$ cat src/verilog/ofm_consts.svh
// Purpose: register map, codes and counts of the oscillator frequency monitor
// Assumes: clk_in is the on-chip reference clock at 20 MHz
// Notes:   byte addresses on the plain register port, one word per register
//
// Functional notes
// - enable and limit writes need the unlock key
// - enable code under key starts monitoring
// - limits frozen while monitoring runs
// - pin, power-on, low-voltage reset clear all
// - own reset never clears this block
// - PLL select picks the limit pair
// - own reset under PLL forces PLL-off pair
// - fault resets CPU, clocks, floats I/O
// - two periods of 128 cycles before first decision
// - reset one period after bad period
// - STOP suspends; resume after warm-up ends
// - fault reset only in NORMAL or IDLE
// - limit equals reference times value over 32
`ifndef OFM_CONSTS_SVH
`define OFM_CONSTS_SVH

`define OFM_ADDR_W          8
`define OFM_DATA_W          32
`define OFM_LIM_W           8
`define OFM_CNT_W           10
`define OFM_WIN_W           7

`define OFM_ADDR_KEY        8'h00
`define OFM_ADDR_ENABLE     8'h04
`define OFM_ADDR_LO_OFF     8'h08
`define OFM_ADDR_LO_ON      8'h0c
`define OFM_ADDR_HI_OFF     8'h10
`define OFM_ADDR_HI_ON      8'h14
`define OFM_ADDR_STATUS     8'h18
`define OFM_ADDR_CLEAR      8'h1c
`define OFM_ADDR_IRQ_EN     8'h20

`define OFM_KEY_UNLOCK      8'hf9
`define OFM_KEY_LOCK        8'h06
`define OFM_ENABLE_CODE     8'he4

`define OFM_KEY_RESET       8'h00
`define OFM_ENABLE_RESET    8'h00
`define OFM_LIMIT_RESET     8'h00
`define OFM_IRQ_RESET       3'h0

`define OFM_STAT_RANGE_BIT  0
`define OFM_STAT_RESET_BIT  1
`define OFM_STAT_REFUSE_BIT 2
`define OFM_STAT_W          3

`define OFM_PERIOD_CYCLES   7'h7f
`define OFM_LIMIT_SHIFT     2
`define OFM_RST_HOLD        6'h20

`endif

$ cat src/verilog/ofm_pkg.sv
// Purpose: shared types of the oscillator frequency monitor
// Assumes: nothing
// Notes:   one-hot state codes
package ofm_pkg;
    typedef enum logic [5:0] {
        OFM_IDLE    = 6'h01,
        OFM_RUN     = 6'h02,
        OFM_PEND    = 6'h04,
        OFM_RESET   = 6'h08,
        OFM_STOP    = 6'h10,
        OFM_WARMUP  = 6'h20
    } ofm_state_t;
endpackage

$ cat src/verilog/ofm_pin_sync.sv
// Purpose: three-stage pin synchroniser with agreement filter
// Assumes: input comes from another clock domain
// Notes:   output changes once stages two and three agree
`timescale 1ns/1ps
module ofm_pin_sync (
    input  wire logic clk_in,
    input  wire logic rst_n_in,
    input  wire logic pin_in,
    output logic      level_out
);
    logic s1_r;
    logic s2_r;
    logic s3_r;

    always_ff @(posedge clk_in) begin
        if (!rst_n_in) begin
            s1_r      <= 1'b0;
            s2_r      <= 1'b0;
            s3_r      <= 1'b0;
            level_out <= 1'b0;
        end else begin
            s1_r <= pin_in;
            s2_r <= s1_r;
            s3_r <= s2_r;
            if (s2_r == s3_r) begin
                level_out <= s3_r;
            end
        end
    end
endmodule

$ cat src/verilog/ofm_top.sv
// Purpose: oscillator frequency monitor, counts target edges per reference window
// Assumes: target clock below a quarter of the reference clock; rst_n_in is pin/POR/LVD reset
// Notes:   fault reset is an output only and never resets this block
//
// The address map and the plain strobed port were left to the implementer.
`timescale 1ns/1ps
`include "ofm_consts.svh"
module ofm_top
    import ofm_pkg::*;
(
    input  wire logic                    clk_in,
    input  wire logic                    rst_n_in,
    input  wire logic [`OFM_ADDR_W-1:0]  addr_in,
    input  wire logic [`OFM_DATA_W-1:0]  wr_data_in,
    input  wire logic                    wr_strobe_in,
    input  wire logic                    rd_strobe_in,
    output logic      [`OFM_DATA_W-1:0]  rd_data_out,
    input  wire logic                    target_clk_in,
    input  wire logic                    pll_select_bit_in,
    input  wire logic                    stop_mode_in,
    input  wire logic                    warmup_done_in,
    input  wire logic                    normal_idle_in,
    output logic                         sys_reset_out,
    output logic                         io_hiz_out,
    output logic                         irq_out
);
    ofm_state_t                state_r;
    ofm_state_t                state_nxt;
    logic [7:0]                key_r;
    logic [7:0]                enable_r;
    logic [`OFM_LIM_W-1:0]     lo_off_r;
    logic [`OFM_LIM_W-1:0]     lo_on_r;
    logic [`OFM_LIM_W-1:0]     hi_off_r;
    logic [`OFM_LIM_W-1:0]     hi_on_r;
    logic [`OFM_STAT_W-1:0]    status_r;
    logic [`OFM_STAT_W-1:0]    status_nxt;
    logic [`OFM_STAT_W-1:0]    irq_en_r;
    logic [`OFM_WIN_W-1:0]     win_r;
    logic [`OFM_CNT_W-1:0]     edges_r;
    logic [`OFM_CNT_W-1:0]     edges_nxt;
    logic                      seen_r;
    logic                      forced_off_r;
    logic [5:0]                hold_r;
    logic                      tgt_lvl;
    logic                      tgt_prev_r;

    function automatic logic hit(input logic [`OFM_ADDR_W-1:0] a,
                                 input logic [`OFM_ADDR_W-1:0] b);
        hit = (a == b);
    endfunction

    function automatic logic [`OFM_CNT_W-1:0] to_edges(input logic [`OFM_LIM_W-1:0] v);
        to_edges = {v, {`OFM_LIMIT_SHIFT{1'b0}}};
    endfunction

    ofm_pin_sync u_sync (
        .clk_in    (clk_in),
        .rst_n_in  (rst_n_in),
        .pin_in    (target_clk_in),
        .level_out (tgt_lvl)
    );

    // register decode
    wire unlocked   = (key_r == `OFM_KEY_UNLOCK);
    wire mon_on     = (enable_r == `OFM_ENABLE_CODE);
    wire wr_key     = wr_strobe_in && hit(addr_in, `OFM_ADDR_KEY);
    wire wr_enable  = wr_strobe_in && hit(addr_in, `OFM_ADDR_ENABLE);
    wire wr_limit   = wr_strobe_in && (hit(addr_in, `OFM_ADDR_LO_OFF)
                    || hit(addr_in, `OFM_ADDR_LO_ON) || hit(addr_in, `OFM_ADDR_HI_OFF)
                    || hit(addr_in, `OFM_ADDR_HI_ON));
    wire en_ok      = wr_enable && unlocked;
    wire lim_ok     = wr_limit && unlocked && !mon_on;
    wire refused    = (wr_enable && !unlocked) || (wr_limit && !lim_ok);
    wire start_mon  = en_ok && (wr_data_in[7:0] == `OFM_ENABLE_CODE);
    wire stop_mon   = en_ok && (wr_data_in[7:0] != `OFM_ENABLE_CODE);

    // limit pair selection
    wire use_on     = pll_select_bit_in && !forced_off_r;
    wire [`OFM_LIM_W-1:0] sel_lo = use_on ? lo_on_r : lo_off_r;
    wire [`OFM_LIM_W-1:0] sel_hi = use_on ? hi_on_r : hi_off_r;

    // measurement window
    wire active     = state_r == OFM_RUN || state_r == OFM_PEND || state_r == OFM_RESET;
    wire tgt_edge   = tgt_lvl && !tgt_prev_r;
    wire win_end    = active && (win_r == `OFM_PERIOD_CYCLES);
    wire [`OFM_CNT_W-1:0] final_edges = edges_r + {{(`OFM_CNT_W-1){1'b0}}, tgt_edge};
    wire out_range  = (final_edges < to_edges(sel_lo))
                    || (final_edges > to_edges(sel_hi));
    wire decide     = win_end && seen_r;
    wire bad_period = decide && out_range && state_r == OFM_RUN;
    wire hold_done  = (hold_r == `OFM_RST_HOLD);

    assign edges_nxt = win_end ? {`OFM_CNT_W{1'b0}} : final_edges;

    always_comb begin
        state_nxt = state_r;
        case (state_r)
            OFM_IDLE: begin
                if (start_mon) begin
                    state_nxt = stop_mode_in ? OFM_STOP : OFM_RUN;
                end
            end
            OFM_RUN: begin
                if (bad_period && normal_idle_in) begin
                    state_nxt = OFM_PEND;
                end
            end
            OFM_PEND: begin
                if (win_end) begin
                    state_nxt = normal_idle_in ? OFM_RESET : OFM_RUN;
                end
            end
            OFM_RESET: begin
                if (hold_done) begin
                    state_nxt = OFM_RUN;
                end
            end
            OFM_STOP: begin
                if (!stop_mode_in) begin
                    state_nxt = OFM_WARMUP;
                end
            end
            OFM_WARMUP: begin
                if (warmup_done_in) begin
                    state_nxt = OFM_RUN;
                end
            end
            default: begin
                state_nxt = OFM_IDLE;
            end
        endcase
        if (stop_mon || !mon_on && !start_mon) begin
            state_nxt = OFM_IDLE;
        end else if (stop_mode_in && state_r != OFM_IDLE && state_r != OFM_STOP) begin
            state_nxt = OFM_STOP;
        end
    end

    // sticky events, set beats clear
    wire clr_wr = wr_strobe_in && hit(addr_in, `OFM_ADDR_CLEAR);
    wire [`OFM_STAT_W-1:0] ev_set = {refused, state_nxt == OFM_RESET && state_r != OFM_RESET,
                                     bad_period};
    assign status_nxt = (status_r & ~(clr_wr ? wr_data_in[`OFM_STAT_W-1:0]
                        : {`OFM_STAT_W{1'b0}})) | ev_set;

    always_ff @(posedge clk_in) begin
        if (!rst_n_in) begin
            state_r  <= OFM_IDLE;
            key_r    <= `OFM_KEY_RESET;
            enable_r <= `OFM_ENABLE_RESET;
            status_r <= `OFM_IRQ_RESET;
            irq_en_r <= `OFM_IRQ_RESET;
        end else begin
            state_r  <= state_nxt;
            status_r <= status_nxt;
            if (wr_key) begin
                key_r <= wr_data_in[7:0];
            end
            if (en_ok) begin
                enable_r <= wr_data_in[7:0];
            end
            if (wr_strobe_in && hit(addr_in, `OFM_ADDR_IRQ_EN)) begin
                irq_en_r <= wr_data_in[`OFM_STAT_W-1:0];
            end
        end
    end

    always_ff @(posedge clk_in) begin
        if (!rst_n_in) begin
            lo_off_r <= `OFM_LIMIT_RESET;
            lo_on_r  <= `OFM_LIMIT_RESET;
            hi_off_r <= `OFM_LIMIT_RESET;
            hi_on_r  <= `OFM_LIMIT_RESET;
        end else if (lim_ok) begin
            if (hit(addr_in, `OFM_ADDR_LO_OFF)) lo_off_r <= wr_data_in[`OFM_LIM_W-1:0];
            if (hit(addr_in, `OFM_ADDR_LO_ON))  lo_on_r  <= wr_data_in[`OFM_LIM_W-1:0];
            if (hit(addr_in, `OFM_ADDR_HI_OFF)) hi_off_r <= wr_data_in[`OFM_LIM_W-1:0];
            if (hit(addr_in, `OFM_ADDR_HI_ON))  hi_on_r  <= wr_data_in[`OFM_LIM_W-1:0];
        end
    end

    // window counter, edge counter and first-decision flag
    always_ff @(posedge clk_in) begin
        if (!rst_n_in || !active) begin
            win_r      <= {`OFM_WIN_W{1'b0}};
            edges_r    <= {`OFM_CNT_W{1'b0}};
            seen_r     <= 1'b0;
            tgt_prev_r <= 1'b0;
        end else begin
            tgt_prev_r <= tgt_lvl;
            win_r      <= win_r + 7'h01;
            edges_r    <= edges_nxt;
            if (state_r == OFM_RESET) begin
                seen_r <= 1'b0;
            end else if (win_end) begin
                seen_r <= 1'b1;
            end
        end
    end

    // fault reset hold and PLL-off override
    always_ff @(posedge clk_in) begin
        if (!rst_n_in) begin
            hold_r       <= 6'h00;
            forced_off_r <= 1'b0;
        end else begin
            hold_r <= (state_r == OFM_RESET) ? hold_r + 6'h01 : 6'h00;
            if (state_r == OFM_PEND && state_nxt == OFM_RESET && use_on) begin
                forced_off_r <= 1'b1;
            end else if (!pll_select_bit_in) begin
                forced_off_r <= 1'b0;
            end
        end
    end

    always_ff @(posedge clk_in) begin
        if (!rst_n_in) begin
            sys_reset_out <= 1'b0;
            io_hiz_out    <= 1'b0;
            irq_out       <= 1'b0;
        end else begin
            sys_reset_out <= (state_nxt == OFM_RESET);
            io_hiz_out    <= (state_nxt == OFM_RESET);
            irq_out       <= |(status_nxt & irq_en_r);
        end
    end

    // read port
    wire [`OFM_DATA_W-1:0] rd_mux =
        hit(addr_in, `OFM_ADDR_KEY)    ? {24'h000000, key_r} :
        hit(addr_in, `OFM_ADDR_ENABLE) ? {24'h000000, enable_r} :
        hit(addr_in, `OFM_ADDR_LO_OFF) ? {24'h000000, lo_off_r} :
        hit(addr_in, `OFM_ADDR_LO_ON)  ? {24'h000000, lo_on_r} :
        hit(addr_in, `OFM_ADDR_HI_OFF) ? {24'h000000, hi_off_r} :
        hit(addr_in, `OFM_ADDR_HI_ON)  ? {24'h000000, hi_on_r} :
        hit(addr_in, `OFM_ADDR_STATUS) ? {29'h0000000, status_r} :
        hit(addr_in, `OFM_ADDR_IRQ_EN) ? {29'h0000000, irq_en_r} : 32'h00000000;

    always_ff @(posedge clk_in) begin
        if (!rst_n_in) begin
            rd_data_out <= 32'h00000000;
        end else begin
            rd_data_out <= rd_strobe_in ? rd_mux : 32'h00000000;
        end
    end
endmodule

$ cat config.mk
export PLATFORM = sky130hd
export DESIGN_NAME = ofm_top
export DESIGN_NICKNAME = d
export VERILOG_FILES = /design/src/verilog/ofm_pkg.sv /design/src/verilog/ofm_pin_sync.sv /design/src/verilog/ofm_top.sv
export VERILOG_INCLUDE_DIRS = /design/src /design/src/verilog
export SDC_FILE = /design/constraint.sdc
export NUM_CORES = 1
export LEC_CHECK = 0
export BUFFER_PORTS_ARGS = -buffer_cell sky130_fd_sc_hd__buf_2
export CORE_MARGIN = 5
export CORE_UTILIZATION = 49
export CTS_BUF_LIST = sky130_fd_sc_hd__clkbuf_4
export CTS_CLUSTER_SIZE = 14
export DETAILED_ROUTE_END_ITERATION = 12
export PLACE_DENSITY = 0.79
export SLEW_MARGIN = 20
export SYNTH_ARGS = -nofsm -noshare
export SYNTH_HDL_FRONTEND = slang
export SYNTH_SLANG_ARGS = --single-unit
$ cat constraint.sdc
create_clock -name clk_in -period 3.34 [get_ports clk_in]
set_input_delay 0.167 -clock clk_in [delete_from_list [all_inputs] [get_ports clk_in]]
set_output_delay 0.167 -clock clk_in [all_outputs]
set_load 0.1 [all_outputs]
==> metrics <==
Final setup viols 0; Worst Path Required 3.70 ns; unrepaired setup endpoints after global routing no; Leak 2.177 nW; Crit Path Max Fanout 4; cell area after synthesis slightly above 5000 um2; Final Core Density 53.38%; setup slack after placement around 0.18 ns; core box area ~10000 um2; DRT iter0 DRCs 372; fin crit share 91.62%; EDFF count, synth 0; fin cells 735; final hold viol count 0; Worst Hold Class primary input to flop; share of cells above drive strength 1 12.35%; starting density of the core about half; Worst R2R Path Depth 12; Max Transition Viols Final 0; top cell type's share of synthesized area 39.07%; max-cap violation count 0; IO Pins 84; Area contributors post-synth dfxtp_1 39%, mux2i_1 8.6%, nor2b_1 4.6%; routability cong. roughly 0.90; Post-Syn Instances 567; first-pass GRT wire length 19470 um; Final WS setup 0.2800 ns; cell count after placement 714; Total Power 1.996 mW; setup_tns 0 ns; CTS max path bufs 2; Slowest-stage cell, CP dfxtp_1; htree depth 3; Ys Warns 0; # diodes 0; CTS root buffer clkbuf_4; first drt pass iteration count 6; vias 4207; status finished, final reports clean; clk_lat worst skew 0.45 ns; IO buf count 35; Worst Setup Start Kind flop; CP endpoint kind flop; Slew @ Worst Pin 0.7872 ns; WP depth 12; delay-heaviest family, CP compound AO/OA/AOI/OAI gates; CTS clock-pin slew for the worst setup and hold paths between 0.15 and 0.2 ns; Buf+Inv Stages, Crit Path 1; die area 12600 um2; FMAX 326.8 MHz; CTS tree done; CTS sink cnt 100; Post-synth top cells 100 x dfxtp_1, 47 x nand2_1, 44 x mux2i_1; antenna viol nets, final 0; min Tclk post-route 3.060 ns; drt drc 0; worst hold stages 3; Num CTS Buffers 9; cells along the critical path inv_1 -> nor2_1 -> ha_2 -> ha_2 -> nand4_1 -> xnor2_1 -> ha_1 -> o21a_1 -> a221o_1 -> a32o_2 -> o21a_1 -> a221o_1; final WL between 10000 and 15000 um; Final Skew ~0.017 ns; Top FF cell, synth dfxtp_1; most numerous cell in the Yosys netlist dfxtp_1; Worst path max stage delay between 0.3 and 0.4 ns; WS Path Type flop to flop; DP Wirelength 8537 um; sequential-to-total area share from yosys stat around two fifths; die width 112.3 um; cell taking the most area after synthesis dfxtp_1; Avg Inst Size Synth roughly 9.0 um2; vias in the first global route 4098; Die H 112.3 um; IR drop worst, VDD between 200 and 250 uV; grt ovf 0; Layout area overhead 7.082%; DR vias/cell 5.724; Netlist cell types 56; antenna violations before repair 0; asr flop ratio synth 0%; Worst Path Arrival approximately 3.4 ns; worst rel slew slack 47.12%; Final Net Count 661; GRT Util Overall between 10% and 20%; largest net degree at the start of global routing 66; Routed WL per cell 15.88 um; PwrDens 363.7 nW/um2; register bit total from synthesis 100; row count 37
[logic make-up (layout without fill, tap and decap cells)]
logic type / count (synthesis) / after routing / share of synthesized area [%]
muxes: 47 / 47 / 9.255
other: 1 / 24 / 0.07319
xor gates and xnor gates: 23 / 23 / 4.200
and+or+nand+nor: 213 / 213 / 22.12
DFF: 100 / 100 / 39.07
adders and majority gates: 19 / 19 / 4.591
AOI/OAI and AO/OA: 98 / 98 / 13.90
buffers and inverters: 66 / 75 / 6.789
[registers in the layout, summed over array words and instances, names as in the netlist, 3 cells and up]
register     flops
status_r         3
lo_on_r          8
hi_off_r         8
state_r          6
rd_data_out      8
hold_r           6
edges_r         10
key_r            8
enable_r         8
win_r            7
irq_en_r         3
lo_off_r         8
hi_on_r          8
[worst paths after layout]
check | slack, ns | from | endpoint
worst max-delay path | 0.28 | u_sync.level_out | irq_out
worst min-delay path | 0.03 | wr_data_in[3] | hi_on_r[3]
worst min register to register | 0.46 | win_r[0] | win_r[0]
worst max register to register | 0.28 | u_sync.level_out | irq_out
[worst reg2reg max path: cells and delay by family (launching register included)]
kind,cells,cell delay (ns)
compound gates,5,1.29
xor+xnor,1,0.28
fa+ha+maj,3,0.73
buf+inv,1,0.06
flops,1,0.38
simple gates,2,0.23
[where the power goes]
part	switching [mW]	total, mW	internal (mW)
Combinational	0.167	0.200	0.0326
Sequential	0.000818	1.20	1.20
Clock	0.436	0.599	0.164
[metrics by stage]
| stage | cell area (um2) | hold WS (ns) |
|---|---|---|
| after global placement | 5305 | 0.3928 |
| after detailed placement | 5305 | 0.3909 |
| after global routing | 5487 | 0.02902 |
| after floorplan | 5210 | 0.2943 |
| after CTS | 5465 | 0.01835 |
| final | 5487 | 0.03097 |
[metal layers]
metal,share of wire (%),up-vias,track usage (%)
met5,0,-,0
met1,43,1977,23.89
met3,8.1,28,4.528
li1,-,2026,-
met2,47,176,30.67
met4,2.1,0,6.010
[cells in the final DEF, fill, tap and decap left out, drive strengths merged, types with 5 or more instances in the layout]
cell	netlist	layout
nor3	15	15
o21ai	9	9
clkinv	0	5
dfxtp	100	100
buf	29	44
nor2b	38	38
o21a	6	6
a31oi	7	7
a21oi	18	18
nand2	47	47
clkbuf	25	9
inv	12	13
xnor2	13	13
a222oi	11	11
nor2	33	33
and3	11	11
mux2i	44	44
conb	1	24
nand3	31	31
and2	9	9
ha	18	18
xor2	9	9
a21boi	24	24
[what timing repair did]
item,CTS,global route
gates resized for setup,0,3
endpoints found under the setup margin,0,3
endpoints found under the hold margin,3,0
buffers inserted,0,2
hold buffers,3,0
[layout make-up]
cell class                      instances  area [um2]
Clock buffer                            9       67.56
Clock inverter                          7       62.56
Fill cell                             944        4791
Inverter                               12       45.04
Multi-Input combinational cell        424        2867
Sequential cell                       100        2002
Tap cell                              136       170.2
Timing Repair Buffer                   47       272.8
Note: power is estimated with default switching activity, not from simulation.
